File: config.mk
export PLATFORM = sky130hd
export DESIGN_NAME = crm_config_map
export DESIGN_NICKNAME = d
export VERILOG_FILES = /design/src/crm_pkg.sv /design/src/crm_cfg_cell.sv /design/src/crm_por_gate.sv /design/src/crm_config_map.sv
export SDC_FILE = /design/constraint.sdc
export NUM_CORES = 1
export LEC_CHECK = 0
export BUFFER_PORTS_ARGS = -buffer_cell sky130_fd_sc_hd__clkbuf_2
export CAP_MARGIN = 15
export CELL_PAD_IN_SITES_DETAIL_PLACEMENT = 0
export CELL_PAD_IN_SITES_GLOBAL_PLACEMENT = 1
export CORE_MARGIN = 1.5
export CORE_UTILIZATION = 40
export CTS_CLUSTER_DIAMETER = 40
export CTS_CLUSTER_SIZE = 28
export DETAILED_ROUTE_END_ITERATION = 10
export GPL_TIMING_DRIVEN = 0
export PLACE_DENSITY_LB_ADDON = 0.1
export SYNTH_ARGS = -nofsm -noshare
export SYNTH_HDL_FRONTEND = slang
export SYNTH_SLANG_ARGS = --single-unit
export TNS_END_PERCENT = 50
File: constraint.sdc
create_clock -name ref_clk -period 4.3 [get_ports ref_clk]
set_input_delay 0.215 -clock ref_clk [delete_from_list [all_inputs] [get_ports ref_clk]]
set_output_delay 0.215 -clock ref_clk [all_outputs]
set_load 0.05 [all_outputs]
File: src/crm_pkg.sv
// Shared constants of the configuration register map
package crm_pkg;

	// Host side port keys and offsets
	localparam logic [7:0]  KEY_ENTER       = 8'h55;
	localparam logic [7:0]  KEY_EXIT        = 8'hAA;
	localparam logic [15:0] DATA_PORT_STEP  = 16'h0001;

	// Global register indices
	localparam logic [7:0]  IDX_CHIP_CTRL   = 8'h02;
	localparam logic [7:0]  IDX_RSVD_A      = 8'h03;
	localparam logic [7:0]  IDX_LDN         = 8'h07;
	localparam logic [7:0]  IDX_PART_ID     = 8'h20;
	localparam logic [7:0]  IDX_SI_REV      = 8'h21;
	localparam logic [7:0]  IDX_BASE_LOW    = 8'h26;
	localparam logic [7:0]  IDX_BASE_HIGH   = 8'h27;
	localparam logic [7:0]  IDX_FIRST_DEV   = 8'h30;

	// Field position of the soft reset request
	localparam int          SOFT_RST_BIT    = 0;

	// Strapped values of the port base low byte
	localparam logic [7:0]  BASE_LOW_STRAP0 = 8'h2E;
	localparam logic [7:0]  BASE_LOW_STRAP1 = 8'h4E;

	// Access block after main power-on, in ns and in cycles
	localparam int          POR_BLOCK_NS    = 500000;
	localparam int          CLK_PERIOD_NS   = 10;
	localparam int          POR_BLOCK_CYC   = (POR_BLOCK_NS + CLK_PERIOD_NS - 1)
		/ CLK_PERIOD_NS;

	// Cycles for the strap synchroniser to settle after power-up
	localparam logic [1:0]  STRAP_SETTLE    = 2'h3;

	// Which reset sources load a register
	typedef enum logic [1:0] {
		CLS_ALL       = 2'h0,	// Bus, main, standby and soft
		CLS_HW        = 2'h1,	// Bus, main and standby
		CLS_BUS_MAIN  = 2'h2,	// Bus and main only
		CLS_MAIN_STBY = 2'h3	// Main and standby only
	} crm_class_type;

	// Marker for a register that belongs to no logical device
	localparam logic [7:0]  LD_GLOBAL       = 8'hFF;

	// Storage table: one entry per held register
	localparam int          NUM_REGS        = 30;
	localparam int          SLOT_BASE_LOW   = 4;
	localparam int          SLOT_BASE_HIGH  = 5;
	localparam logic [7:0] REG_INDEX [NUM_REGS] = '{
		8'h07, 8'h22, 8'h23, 8'h24, 8'h26, 8'h27, 8'h2A, 8'h2B, 8'h2C, 8'h2D,
		8'h2E, 8'h2F, 8'h30, 8'h60, 8'h61, 8'h70, 8'h74, 8'hF0, 8'hF1, 8'hF2,
		8'hF4, 8'hF5, 8'h30, 8'h60, 8'h61, 8'h70, 8'h74, 8'hF0, 8'hF1, 8'h30};
	localparam logic [7:0] REG_LD [NUM_REGS] = '{
		8'hFF, 8'hFF, 8'hFF, 8'hFF, 8'hFF, 8'hFF, 8'hFF, 8'hFF, 8'hFF, 8'hFF,
		8'hFF, 8'hFF, 8'h00, 8'h00, 8'h00, 8'h00, 8'h00, 8'h00, 8'h00, 8'h00,
		8'h00, 8'h00, 8'h03, 8'h03, 8'h03, 8'h03, 8'h03, 8'h03, 8'h03, 8'h04};
	localparam logic [7:0] REG_RST [NUM_REGS] = '{
		8'h00, 8'h00, 8'h00, 8'h44, 8'h2E, 8'h00, 8'h00, 8'h00, 8'h00, 8'h00,
		8'h00, 8'h00, 8'h00, 8'h03, 8'hF0, 8'h06, 8'h02, 8'h0E, 8'h00, 8'hFF,
		8'h00, 8'h00, 8'h00, 8'h00, 8'h00, 8'h00, 8'h04, 8'h3C, 8'h00, 8'h00};
	localparam crm_class_type REG_CLS [NUM_REGS] = '{
		CLS_ALL, CLS_ALL, CLS_HW, CLS_HW, CLS_BUS_MAIN, CLS_BUS_MAIN,
		CLS_MAIN_STBY, CLS_MAIN_STBY, CLS_MAIN_STBY, CLS_MAIN_STBY,
		CLS_MAIN_STBY, CLS_MAIN_STBY, CLS_ALL, CLS_ALL, CLS_ALL, CLS_ALL,
		CLS_ALL, CLS_HW, CLS_HW, CLS_HW, CLS_HW, CLS_HW, CLS_ALL, CLS_ALL,
		CLS_ALL, CLS_ALL, CLS_ALL, CLS_HW, CLS_HW, CLS_ALL};

endpackage

File: src/crm_cfg_cell.sv
`timescale 1ns/1ns
`default_nettype none
// One configuration byte with its per-source reset behaviour
module crm_cfg_cell #(
	parameter logic [7:0]             RST_VAL = 8'h00,
	parameter crm_pkg::crm_class_type CLS     = crm_pkg::CLS_ALL
) (
	input  wire logic       ref_clk,
	input  wire logic       nrst,
	input  wire logic       bus_rst,
	input  wire logic       main_por,
	input  wire logic       stby_por,
	input  wire logic       soft_rst,
	input  wire logic       ext_load,
	input  wire logic [7:0] load_val,
	input  wire logic       wr_en,
	input  wire logic [7:0] wdata,
	output logic      [7:0] q
);

	logic [7:0] q_reg;	// Stored byte
	logic [7:0] q_next;	// Next stored byte
	logic       rst_hit;	// A reset source that this class obeys

	// Reset sources filtered by class; soft reset only for CLS_ALL
	assign rst_hit = main_por
		| (bus_rst & (CLS != crm_pkg::CLS_MAIN_STBY))
		| (stby_por & (CLS != crm_pkg::CLS_BUS_MAIN))
		| (soft_rst & (CLS == crm_pkg::CLS_ALL));

	// Reset events win over a host write in the same cycle
	assign q_next = (rst_hit | ext_load) ? load_val
		: (wr_en ? wdata : q_reg);

	// Byte storage
	always_ff @(posedge ref_clk or negedge nrst)
	begin
		if (!nrst)
			q_reg <= RST_VAL;
		else
			q_reg <= q_next;
	end

	assign q = q_reg;

endmodule
`default_nettype wire

File: src/crm_por_gate.sv
`timescale 1ns/1ns
`default_nettype none
// Blocks host access for a fixed time after main power-on
module crm_por_gate #(
	parameter int CYCLES = crm_pkg::POR_BLOCK_CYC
) (
	input  wire logic ref_clk,
	input  wire logic nrst,
	input  wire logic start,
	output logic      busy
);

	localparam int CW = $clog2(CYCLES + 1);

	logic [CW-1:0] cnt_reg;	// Cycles left in the block
	logic [CW-1:0] cnt_next;	// Next count

	// Restart on every main power-on, else count down to zero
	assign cnt_next = start ? CW'(CYCLES)
		: ((cnt_reg != '0) ? cnt_reg - CW'(1) : cnt_reg);

	// Down counter
	always_ff @(posedge ref_clk or negedge nrst)
	begin
		if (!nrst)
			cnt_reg <= '0;
		else
			cnt_reg <= cnt_next;
	end

	assign busy = (cnt_reg != '0);

endmodule
`default_nettype wire

File: src/crm_config_map.sv
// Notes on behaviour
// - bit 0 write at 0x02 starts soft reset
// - host accesses refused 500 us after main POR
// - 0x26 loads strapped 0x2E/0x4E on bus/main reset
// - 0x27 loads zero on bus/main reset only
// - 0x20 returns fixed part identification byte
// - 0x21 returns fixed silicon revision byte
// - reserved 0x03 is read-only, reads zero
// - data written at 07h selects current device
// - data port write hits indexed register of device
// - floppy base/irq/dma defaults load on every reset
// - printer modes hardware-reset only, dma on all
// - key 0x55 enables index and data ports
// - key 0xAA returns to run mode
// - index at base address, data at base plus one
// - port accesses ignored outside configuration mode
`timescale 1ns/1ns
`default_nettype none
module crm_config_map #(
	parameter logic [7:0] PART_ID       = 8'hA5,	// Arbitrary value
	parameter logic [7:0] SILICON_REV   = 8'h01,	// Arbitrary value
	parameter int         POR_BLOCK_CYC = crm_pkg::POR_BLOCK_CYC
) (
	input  wire logic                         ref_clk,
	input  wire logic                         nrst,
	input  wire logic                         bus_rst,
	input  wire logic                         main_por,
	input  wire logic                         stby_por,
	input  wire logic                         strap_pin,
	input  wire logic [15:0]                  io_addr,
	input  wire logic [7:0]                   io_wdata,
	input  wire logic                         io_wr,
	input  wire logic                         io_rd,
	output logic      [7:0]                   io_rdata,
	output logic                              io_rvalid,
	output logic                              cfg_mode,
	output logic                              host_blocked,
	output logic                              soft_rst_pulse,
	output logic      [7:0]                   logical_device_select,
	output logic      [15:0]                  config_port_base,
	output logic      [crm_pkg::NUM_REGS*8-1:0] cfg_regs
);

	// Run and configuration states
	// One-hot codes; any other code falls back to run mode
	typedef enum logic [1:0] {
		ST_RUN    = 2'b01,	// Index and data ports dead
		ST_CONFIG = 2'b10	// Index and data ports live
	} crm_state_type;

	// Registers of the block and their next values
	crm_state_type state_reg;	// Current mode
	crm_state_type state_next;	// Next mode
	logic [7:0]    index_reg;	// Index port contents
	logic [7:0]    index_next;	// Next index
	logic          soft_reg;	// Soft reset pulse, one cycle
	logic          soft_next;	// Next soft reset pulse
	logic [7:0]    rdata_reg;	// Read answer byte
	logic [7:0]    rdata_next;	// Next read answer
	logic          rvalid_reg;	// Read answer strobe
	logic          rvalid_next;	// Next read answer strobe
	logic          strap_meta_reg;	// Strap synchroniser, first stage
	logic          strap_sync_reg;	// Strap synchroniser, second stage
	logic [1:0]    settle_reg;	// Settle counter after power-up
	logic [1:0]    settle_next;	// Next settle count
	logic          strap_load;	// Power-up strap capture pulse
	logic          hw_rst;	// Any hardware reset source
	logic          blocked;	// Main power-on access block
	logic [7:0]    strap_val;	// Base low byte chosen by strap

	// Host decode wires
	// Plain decode of the current host inputs
	logic          hit_index;	// Address equals port base
	logic          hit_data;	// Address equals port base plus one
	logic          live;	// Host cycles may be taken
	logic          wr_index;	// Index port write
	logic          wr_data;	// Data port write
	logic          rd_index;	// Index port read
	logic          rd_data;	// Data port read
	logic          key_enter;	// Entry key seen in run mode
	logic          key_exit;	// Exit key seen in config mode
	logic          idx_global;	// Index lies in the global range

	// Storage and read path
	// Slot order follows the package table
	logic [7:0]    reg_q     [crm_pkg::NUM_REGS];	// Stored bytes
	logic [7:0]    rd_chain  [crm_pkg::NUM_REGS+1];	// OR chain
	logic [7:0]    fixed_rd;	// Hard wired global bytes
	logic [7:0]    rd_mux;	// Byte answered on a data read

	// Synchronous reset events from the system side
	// Each one forces run mode and clears the index port
	// Cells pick the events that reload them by class
	// The asynchronous nrst only brings the flops up at power-up
	assign hw_rst = bus_rst | main_por | stby_por;

	// Strap pin is asynchronous: two flops before use
	// Only the second stage is read, so a late pin edge
	// never reaches the base decode half settled
	always_ff @(posedge ref_clk or negedge nrst)
	begin
		if (!nrst)
		begin
			strap_meta_reg <= 1'b0;
			strap_sync_reg <= 1'b0;
		end
		else
		begin
			strap_meta_reg <= strap_pin;
			strap_sync_reg <= strap_meta_reg;
		end
	end

	// Strap choice for the port base low byte
	// Used at power-up and on every bus or main reset
	assign strap_val = strap_sync_reg ? crm_pkg::BASE_LOW_STRAP1
		: crm_pkg::BASE_LOW_STRAP0;

	// Counts cycles after power-up until the strap has settled
	// The base low byte first holds its fixed reset value,
	// then takes the strap choice once the synchroniser is full
	assign settle_next = (settle_reg == crm_pkg::STRAP_SETTLE) ? settle_reg
		: settle_reg + 2'h1;
	assign strap_load = (settle_reg == (crm_pkg::STRAP_SETTLE - 2'h1));

	// Settle counter
	// Saturates, so the strap capture happens once per power-up
	always_ff @(posedge ref_clk or negedge nrst)
	begin
		if (!nrst)
			settle_reg <= 2'h0;
		else
			settle_reg <= settle_next;
	end

	// Access block after main power-on
	// Host cycles are dropped, not delayed, while it runs;
	// a host that talks too early gets no answer at all
	// A repeated main power-on restarts the full interval
	// The count lives in a small down counter
	crm_por_gate #(
		.CYCLES (POR_BLOCK_CYC)
	) u_por_gate (
		.ref_clk (ref_clk),
		.nrst    (nrst),
		.start   (main_por),
		.busy    (blocked)
	);

	// Port decode against the relocatable base
	// A new base is used from the cycle after its data write,
	// so the host must move to the new address at once
	// Base plus one wraps at the top of the address space
	assign config_port_base = {reg_q[crm_pkg::SLOT_BASE_HIGH],
		reg_q[crm_pkg::SLOT_BASE_LOW]};
	assign hit_index = (io_addr == config_port_base);
	assign hit_data  = (io_addr == (config_port_base
		+ crm_pkg::DATA_PORT_STEP));
	// No host cycle lands during the block or a reset event
	assign live      = !blocked & !hw_rst;

	// Index and data ports only work in configuration mode
	// The exit key is kept out of the index register,
	// so leaving the mode by the exit key never disturbs the stored index
	// A read at the index port returns the stored index
	assign wr_index  = live & io_wr & hit_index & (state_reg == ST_CONFIG)
		& (io_wdata != crm_pkg::KEY_EXIT);
	assign wr_data   = live & io_wr & hit_data
		& (state_reg == ST_CONFIG);
	assign rd_index  = live & io_rd & hit_index
		& (state_reg == ST_CONFIG);
	assign rd_data   = live & io_rd & hit_data
		& (state_reg == ST_CONFIG);

	// Key detection on the config port
	// Entry only from run mode, exit only from config mode
	// The entry key written in config mode becomes an index
	// Keys are written only, never read back
	assign key_enter = live & io_wr & hit_index & (state_reg == ST_RUN)
		& (io_wdata == crm_pkg::KEY_ENTER);
	assign key_exit  = live & io_wr & hit_index & (state_reg == ST_CONFIG)
		& (io_wdata == crm_pkg::KEY_EXIT);

	// Mode change
	// Two modes only; run mode always waits for the entry key
	always_comb
	begin
		state_next = state_reg;
		unique case (state_reg)
			ST_RUN:
			begin
				// Wait for the entry key
				if (key_enter)
					state_next = ST_CONFIG;
			end
			ST_CONFIG:
			begin
				// Wait for the exit key
				if (key_exit)
					state_next = ST_RUN;
			end
			default:
				state_next = ST_RUN;
		endcase
		// Reset events override the keys
		if (hw_rst)
			state_next = ST_RUN;
	end

	// Index port holds the host's last index
	// Cleared by every system reset event, not by soft reset
	assign index_next = hw_rst ? 8'h00
		: (wr_index ? io_wdata : index_reg);

	// Soft reset request, cleared again after one cycle
	// Only bit 0 of a data write at chip control counts;
	// the byte is never stored, so reads of it give zero
	// The cells see the pulse one cycle after the host write
	assign soft_next = wr_data & (index_reg == crm_pkg::IDX_CHIP_CTRL)
		& io_wdata[crm_pkg::SOFT_RST_BIT];

	// Mode, index and soft reset flops
	// Power-up leaves run mode, index zero, no pending request
	always_ff @(posedge ref_clk or negedge nrst)
	begin
		if (!nrst)
		begin
			state_reg <= ST_RUN;
			index_reg <= 8'h00;
			soft_reg  <= 1'b0;
		end
		else
		begin
			state_reg <= state_next;
			index_reg <= index_next;
			soft_reg  <= soft_next;
		end
	end

	// Global range covers indices below the first device register
	// Indices from there up go to the selected logical device
	assign idx_global = (index_reg < crm_pkg::IDX_FIRST_DEV);

	// One cell per held register, with its reset class
	// Each slot matches one index, and one device unless global
	// At most one slot matches, so the read OR chain
	// never merges two bytes
	// The base low slot reloads the strap choice, not a constant
	genvar gi;
	generate
		for (gi = 0; gi < crm_pkg::NUM_REGS; gi++)
		begin : g_reg
			logic       sel;	// Index and device match this slot
			logic       rst_low;	// Slot is the port base low byte
			logic [7:0] load;	// Value loaded on a reset event

			assign rst_low = (gi == crm_pkg::SLOT_BASE_LOW);
			// Index match, qualified by device for device slots
			assign sel = (index_reg == crm_pkg::REG_INDEX[gi])
				& ((crm_pkg::REG_LD[gi] == crm_pkg::LD_GLOBAL) ? idx_global
				: (!idx_global & (logical_device_select
				== crm_pkg::REG_LD[gi])));
			// Reset load value: strap for the base low slot
			assign load = rst_low ? strap_val
				: crm_pkg::REG_RST[gi];

			// Storage cell with the reset class of this slot
			crm_cfg_cell #(
				.RST_VAL (crm_pkg::REG_RST[gi]),
				.CLS     (crm_pkg::REG_CLS[gi])
			) u_cell (
				.ref_clk  (ref_clk),
				.nrst     (nrst),
				.bus_rst  (bus_rst),
				.main_por (main_por),
				.stby_por (stby_por),
				.soft_rst (soft_reg),
				.ext_load (rst_low & strap_load),
				.load_val (load),
				.wr_en    (wr_data & sel),
				.wdata    (io_wdata),
				.q        (reg_q[gi])
			);

			// Read contribution of this slot
			// Every stored byte is also shown to the logical devices
			assign rd_chain[gi+1] = rd_chain[gi] | (sel ? reg_q[gi] : 8'h00);
			assign cfg_regs[gi*8 +: 8] = reg_q[gi];
		end
	endgenerate

	// Empty start of the read OR chain
	assign rd_chain[0] = 8'h00;

	// Current logical device, written through index 07h
	// Cleared by soft reset as well as by every hardware reset
	assign logical_device_select = reg_q[0];

	// Hard wired bytes; chip control and reserved read zero
	// Unmapped global indices fall through to zero as well
	assign fixed_rd =
		(index_reg == crm_pkg::IDX_PART_ID) ? PART_ID
		: (index_reg == crm_pkg::IDX_SI_REV) ? SILICON_REV
		: 8'h00;
	// Stored and hard wired bytes never share an index
	assign rd_mux = rd_chain[crm_pkg::NUM_REGS] | fixed_rd;

	// Read answer on the cycle after an accepted read
	// The byte stays until the next accepted read,
	// while the strobe lasts a single cycle
	assign rdata_next = rd_data ? rd_mux
		: (rd_index ? index_reg : rdata_reg);
	assign rvalid_next = rd_data | rd_index;

	// Read answer flops
	// Power-up leaves no answer pending
	// Refused reads never raise the strobe
	always_ff @(posedge ref_clk or negedge nrst)
	begin
		if (!nrst)
		begin
			rdata_reg  <= 8'h00;
			rvalid_reg <= 1'b0;
		end
		else
		begin
			rdata_reg  <= rdata_next;
			rvalid_reg <= rvalid_next;
		end
	end

	// Outputs
	// Mode and pulse outputs come straight from flops
	// The block flag comes from the down counter
	assign io_rdata       = rdata_reg;
	assign io_rvalid      = rvalid_reg;
	assign cfg_mode       = (state_reg == ST_CONFIG);
	assign host_blocked   = blocked;
	assign soft_rst_pulse = soft_reg;

endmodule
`default_nettype wire

==> reports/metrics.cfg, run 1 <==
[outcome]
status=finished clean

[timing]
finalSetupViolCount=0
max_freq_ghz=0.254
finalCriticalPeriod_ns=3.93
finalCritPeriodShare_pct=91.4
worstMarginPinSlew_ns=1.11
drv_slew=0
finalClockSkew_ns=0.0267
rsz0062_at_grt=false
slew_headroom_pct=26.1
fin_setup_tns_ns=0
setup_ws_ns=0.368
final_hold_viol_count=0

[placement]
gp_congestion=0.954
io_buffers=306
dp.final_hpwl_um=49700
dp_cells=2348
place_worst_setup_slack_ns=0.231

[logic_synthesis]
synth_area_leader_cell=dfrtp_1
async_flop_share_pct=100
synth_edf_count=0
synth_simple_gate_area_share_pct=20.3
synth_cells=1525
synth_cell_types=81
synth_most_common_cell=nand2_1
synth_area_leaders=dfrtp_1 (40%), mux2i_1 (17%), nand2_1 (6.5%)
synth.top_cell.area_share_pct=40.0
ys_seq_elements=280
synthMuxAreaShare_pct=18.8
ys_warn_count=0
synth-xor-area-share_pct=1.75
syn_area_per_cell_sq_um=10.2
synth_compound_area_share_pct=8.63
synth_top_family_by_area=simple AND/OR/NAND/NOR gates
ys_top_cells_by_count=nand2_1 (268), mux2i_1 (264), dfrtp_1 (248)
synthesis.area_sq_mm=0.0155
syn_nets=1562
ys.flop_type=dfrtp_1
ys_seq_area_share_pct=45.4
synthAdderAreaFrac_pct=0.403

[die]
die_w_um=200
die-height_um=200
dieArea_sq_mm=0.0400
rows=71
ios=308
start_util_pct=40.9
coreArea_sq_mm=0.0379

[drt]
firstDrtPassIters=6
avgViaCountPerCell=5.83
dr_total_vias=14200
routed_wirelength_um=67600
drt_iter0_drc=1204
drc_errors=0
wire_per_inst_um=27.7
ant_nets=0

[worst_setup_path]
cp-start-kind=flop
path_max_fanout=10
path_class=reg2reg
arrival_ns=4.40
end_kind=flop
crit_required_ns=4.77

[finish]
regArea_sq_mm=0.00705
multiInputGateArea_sq_mm=0.00778
fin_util_pct=51.6
fill_cells=3619
largest_register_ffs=240
area_growth_syn_to_layout_pct=26.1
drive_gt1_share_pct=28.5
diodes=0
nNetsFinal=1926
fin_cells=2441

[power_and_ir_drop]
powerDensity_mw_per_mm2=361
p_leak_uw=0.0102
power_uw=7050
peakVddDrop_v=0.000259

[clock_network]
cts_buffers=49
cts_root_buffer=clkbuf_16
cts_tree=done
cts_resized=0
cts.sinks=280
postCtsSetupRepairBufs=0
h-tree-depth=2
clkTransAtPathRegs_ns=0.05
clockBufferDepth=3
insertion_delay_ns=0.60

[min_path]
hold_class=in2reg

[global_route]
grt_pass1_vias=13900
grt_pass1_wl_um=96800
overflow=0
track_usage_pct=33.8
grt_antenna_before_repair=1
grt_start_max_net_pins=109

[job]
maxCapViolations=0

-- cells by family (layout without fill, tap and decap cells) --
logic type / count (synthesis) / in the layout
and+or+nand+nor: 593 / 593
muxes: 286 / 286
DFF: 280 / 280
AOI/OAI and AO/OA: 181 / 181
buffers and inverters: 149 / 554
xor gates and xnor gates: 31 / 31
adders and majority gates: 5 / 5
-- cell usage in the layout (no fill, tap or decap), types with 20 or more instances in the layout --
cell type  synthesis  layout
clkbuf_2           1     306
buf_4             25      28
nand3_1           28      28
a21oi_1           23      23
mux2i_1          264     264
nor2_1           106     106
nand2_1          268     268
nand4_1           20      20
dfrtp_1          248     248
dfstp_2           32      32
mux2_2            20      20
o21ai_0           27      27
a22oi_1           27      27
clkbuf_1          78      82
nor3_1            21      21
clkbuf_16          0      50
-- routing by layer --
metal	global-route usage [%]	part of all wire, %
met5	0	0.015
met4	14.7	4.4
met3	6.27	7.2
met2	52.4	45
met1	46.4	43
-- layout make-up --
type                       instances  area share (%)
clock buffer                      60            6.90
multi-input combinational       1096            39.8
tap                              511            3.27
inverter                          20           0.384
sequential                       280            36.0
buffer                           128            3.29
clock inverter                    32            1.94
timing repair buffer             314            8.43
-- power by group --
| group | total (uW) | leakage, uW | internal [uW] | switching, uW |
|---|---|---|---|---|
| clock network | 4080 | 0.000825 | 2570 | 1520 |
| registers | 2670 | 0.00374 | 2650 | 13.6 |
| logic | 303 | 0.00561 | 71.4 | 231 |
-- critical path: stages, from the launching register on --
cell and delay [ns]:
dfrtp_1 0.45, clkbuf_1 0.41, clkbuf_1 0.60, mux2i_1 0.41, o22a_1 0.28, o211ai_1 0.12
a2111oi_0 0.59, nand3_1 0.31, mux2_2 0.36, mux2_2 0.26
-- per-stage QoR --
step                hold slack [ns]  instance area, sq um
floorplan                   -0.0806                 15500
global placement              0.326                 17700
detailed placement            0.285                 17800
CTS                          0.0114                 19600
global route                 0.0358                 19600
finish                       0.0393                 19600
-- final timing paths --
check                                     from               endpoint  slack (ns)  cells after the start
worst max-delay path              index_reg[3]            io_rdata[7]        0.37                      9
worst min-delay path                     io_wr         soft_rst_pulse        0.04                      3
worst max register to register    index_reg[3]            io_rdata[7]        0.37                      9
worst min register to register  strap_meta_reg         strap_sync_reg        0.35                      0
max in group asynchronous                 nrst  g_reg[24].u_cell.q[5]        3.05                      3
min in group asynchronous                 nrst   g_reg[9].u_cell.q[2]        0.22                      2
-- timing repair --
| item | CTS | global route |
|---|---|---|
| endpoints found under the setup margin | 0 | 1 |
| hold buffers | 2 | 0 |
| endpoints found under the hold margin | 67 | 0 |
Note: power is estimated with default switching activity, not from simulation.
==> run 2: changes to the inputs <==
--- a/config.mk
+++ b/config.mk
@@ -5,7 +5,6 @@
 export SDC_FILE = /design/constraint.sdc
 export NUM_CORES = 1
 export LEC_CHECK = 0
-export BUFFER_PORTS_ARGS = -buffer_cell sky130_fd_sc_hd__clkbuf_2
 export CAP_MARGIN = 15
 export CELL_PAD_IN_SITES_DETAIL_PLACEMENT = 0
 export CELL_PAD_IN_SITES_GLOBAL_PLACEMENT = 1
@@ -14,6 +13,7 @@
 export CTS_CLUSTER_DIAMETER = 40
 export CTS_CLUSTER_SIZE = 28
 export DETAILED_ROUTE_END_ITERATION = 10
+export DONT_BUFFER_PORTS = 1
 export GPL_TIMING_DRIVEN = 0
 export PLACE_DENSITY_LB_ADDON = 0.1
 export SYNTH_ARGS = -nofsm -noshare
==> run 2 against run 1 <==
- the flow now finishes with violations (hold timing)
- flip-flop and latch count unchanged
- power grew 2.3%
- largest power group unchanged
- die area is the same
==> reports/metrics.cfg, run 2 (same netlist as run 1, synthesis figures left out) <==
[worst_setup_path]
ff2ff_path_depth=10
path_max_fanout=10
r2r-end=io_rdata[4]
end_kind=flop
crit_required_ns=4.76
arrival_ns=4.72
r2r_slack_ns=0.04
cp-start-kind=flop
r2r_start=index_reg[0]
path_class=reg2reg

[clock_network]
h-tree-depth=2
insertion_delay_ns=0.60
cts_buffers=50
clockBufferDepth=3
cts_root_buffer=clkbuf_16
cts_resized=0
cts.sinks=280
cts_hold_buffers=5
clkTransAtPathRegs_ns=0.06
cts_tree=done
postCtsSetupRepairBufs=0

[die]
start_util_pct=40.9
dieArea_sq_mm=0.0400
die_w_um=200
ios=308
coreArea_sq_mm=0.0379
rows=71
die-height_um=200

[timing]
whs_ns=-0.670
drv_slew=0
worstMarginPinSlew_ns=1.19
fin_setup_tns_ns=0
finalSetupViolCount=0
finalCriticalPeriod_ns=4.26
max_freq_ghz=0.235
finalClockSkew_ns=0.0318
final_hold_viol_count=280
finalCritPeriodShare_pct=99.1
slew_headroom_pct=20.7
rsz0062_at_grt=false

[power_and_ir_drop]
power_uw=7210
powerDensity_mw_per_mm2=399
p_leak_uw=0.00885
peakVddDrop_v=0.000274

[global_route]
grt_pass1_vias=12800
grt_antenna_before_repair=2
overflow=0
track_usage_pct=33.9
grt_pass1_wl_um=95900
grt_start_max_net_pins=281

[finish]
layout_common_cells=nand2_1 (268), mux2i_1 (264), dfrtp_1 (248)
final_cell_area_sq_mm=0.0181
largest_register_ffs=240
fill_cells=3586
nNetsFinal=1624
mostFrequentLayoutCell=nand2_1
drive_gt1_share_pct=15.0
area_growth_syn_to_layout_pct=16.7
fin_cells=2140

[drt]
avgViaCountPerCell=6.11
drt_iter0_drc=1181
dr_total_vias=13100
routed_wirelength_um=67700
drc_errors=0
firstDrtPassIters=6
ant_nets=0
wire_per_inst_um=31.6

[job]
maxCapViolations=0

[placement]
dp_cells=2041
gp_congestion=0.966
io_buffers=0
dp.final_hpwl_um=48900
dpl_cell_area_sq_mm=0.0162

[min_path]
hold_class=in2async

[outcome]
failed_checks=hold timing
status=finished with violations

## run 2: how the worst max path moves through the flow
| stage | slack (ns) | endpoint | depth (start not counted) | start |
|---|---|---|---|---|
| final | 0.04 | io_rdata[4] | 10 | index_reg[0] |
| after global routing | 0.03 | io_rdata[4] | 10 | index_reg[0] |
| after CTS | 0.13 | io_rdata[4] | 10 | index_reg[0] |
| after detailed placement | 0.17 | io_rdata[4] | 10 | index_reg[0] |
| after global placement | -0.23 | io_rdata[3] | 11 | index_reg[1] |
| after floorplan | 0.99 | g_reg[4].u_cell.q[6] | 11 | g_reg[4].u_cell.q[7] |
## run 2: cell type report
class	count	area [sq um]	area share, %
Antenna cell	1	2.50	0.0138
Buffer	129	648	3.58
Clock buffer	64	1440	7.95
Clock inverter	29	388	2.14
Inverter	20	75.1	0.415
Multi-Input combinational cell	1096	7770	42.9
Sequential cell	280	7050	38.9
Tap cell	511	639	3.53
Timing Repair Buffer	10	85.1	0.470
## run 2: critical path, cell delays in order, from the launching register on
cell and delay [ns]:
dfrtp_1 0.49, buf_2 0.34, buf_1 0.69, clkbuf_1 0.54
mux2i_1 0.31, nor3_1 0.14, a221oi_1 0.35, o21ai_0 0.31
nor4_1 0.64, nand3_1 0.16, o211a_1 0.15
## run 2: power by group
group          switching [uW]  internal, uW
Sequential               19.4          2650
Combinational             163          55.5
Clock                    1480          2840
Total                    1660          5550
## run 2: stage by stage
| step | worst slack [ns] | util [%] |
|---|---|---|
| 2_1_floorplan | 0.988 | - |
| 3_3_place_gp | -0.228 | 42.6 |
| 3_5_place_dp | 0.168 | 42.7 |
| 4_1_cts | 0.127 | 47.7 |
| 5_1_grt | 0.0259 | 47.7 |
| 6_report | 0.0400 | 47.7 |
## run 2: layer usage
metal / global-route usage [%] / part of all wire, % / vias up
met5: 0 / 0 / -
met4: 11.8 / 3.4 / 0
met3: 10.3 / 9.2 / 124
met2: 52.7 / 46 / 614
met1: 44.8 / 42 / 6732
li1: - / - / 5596
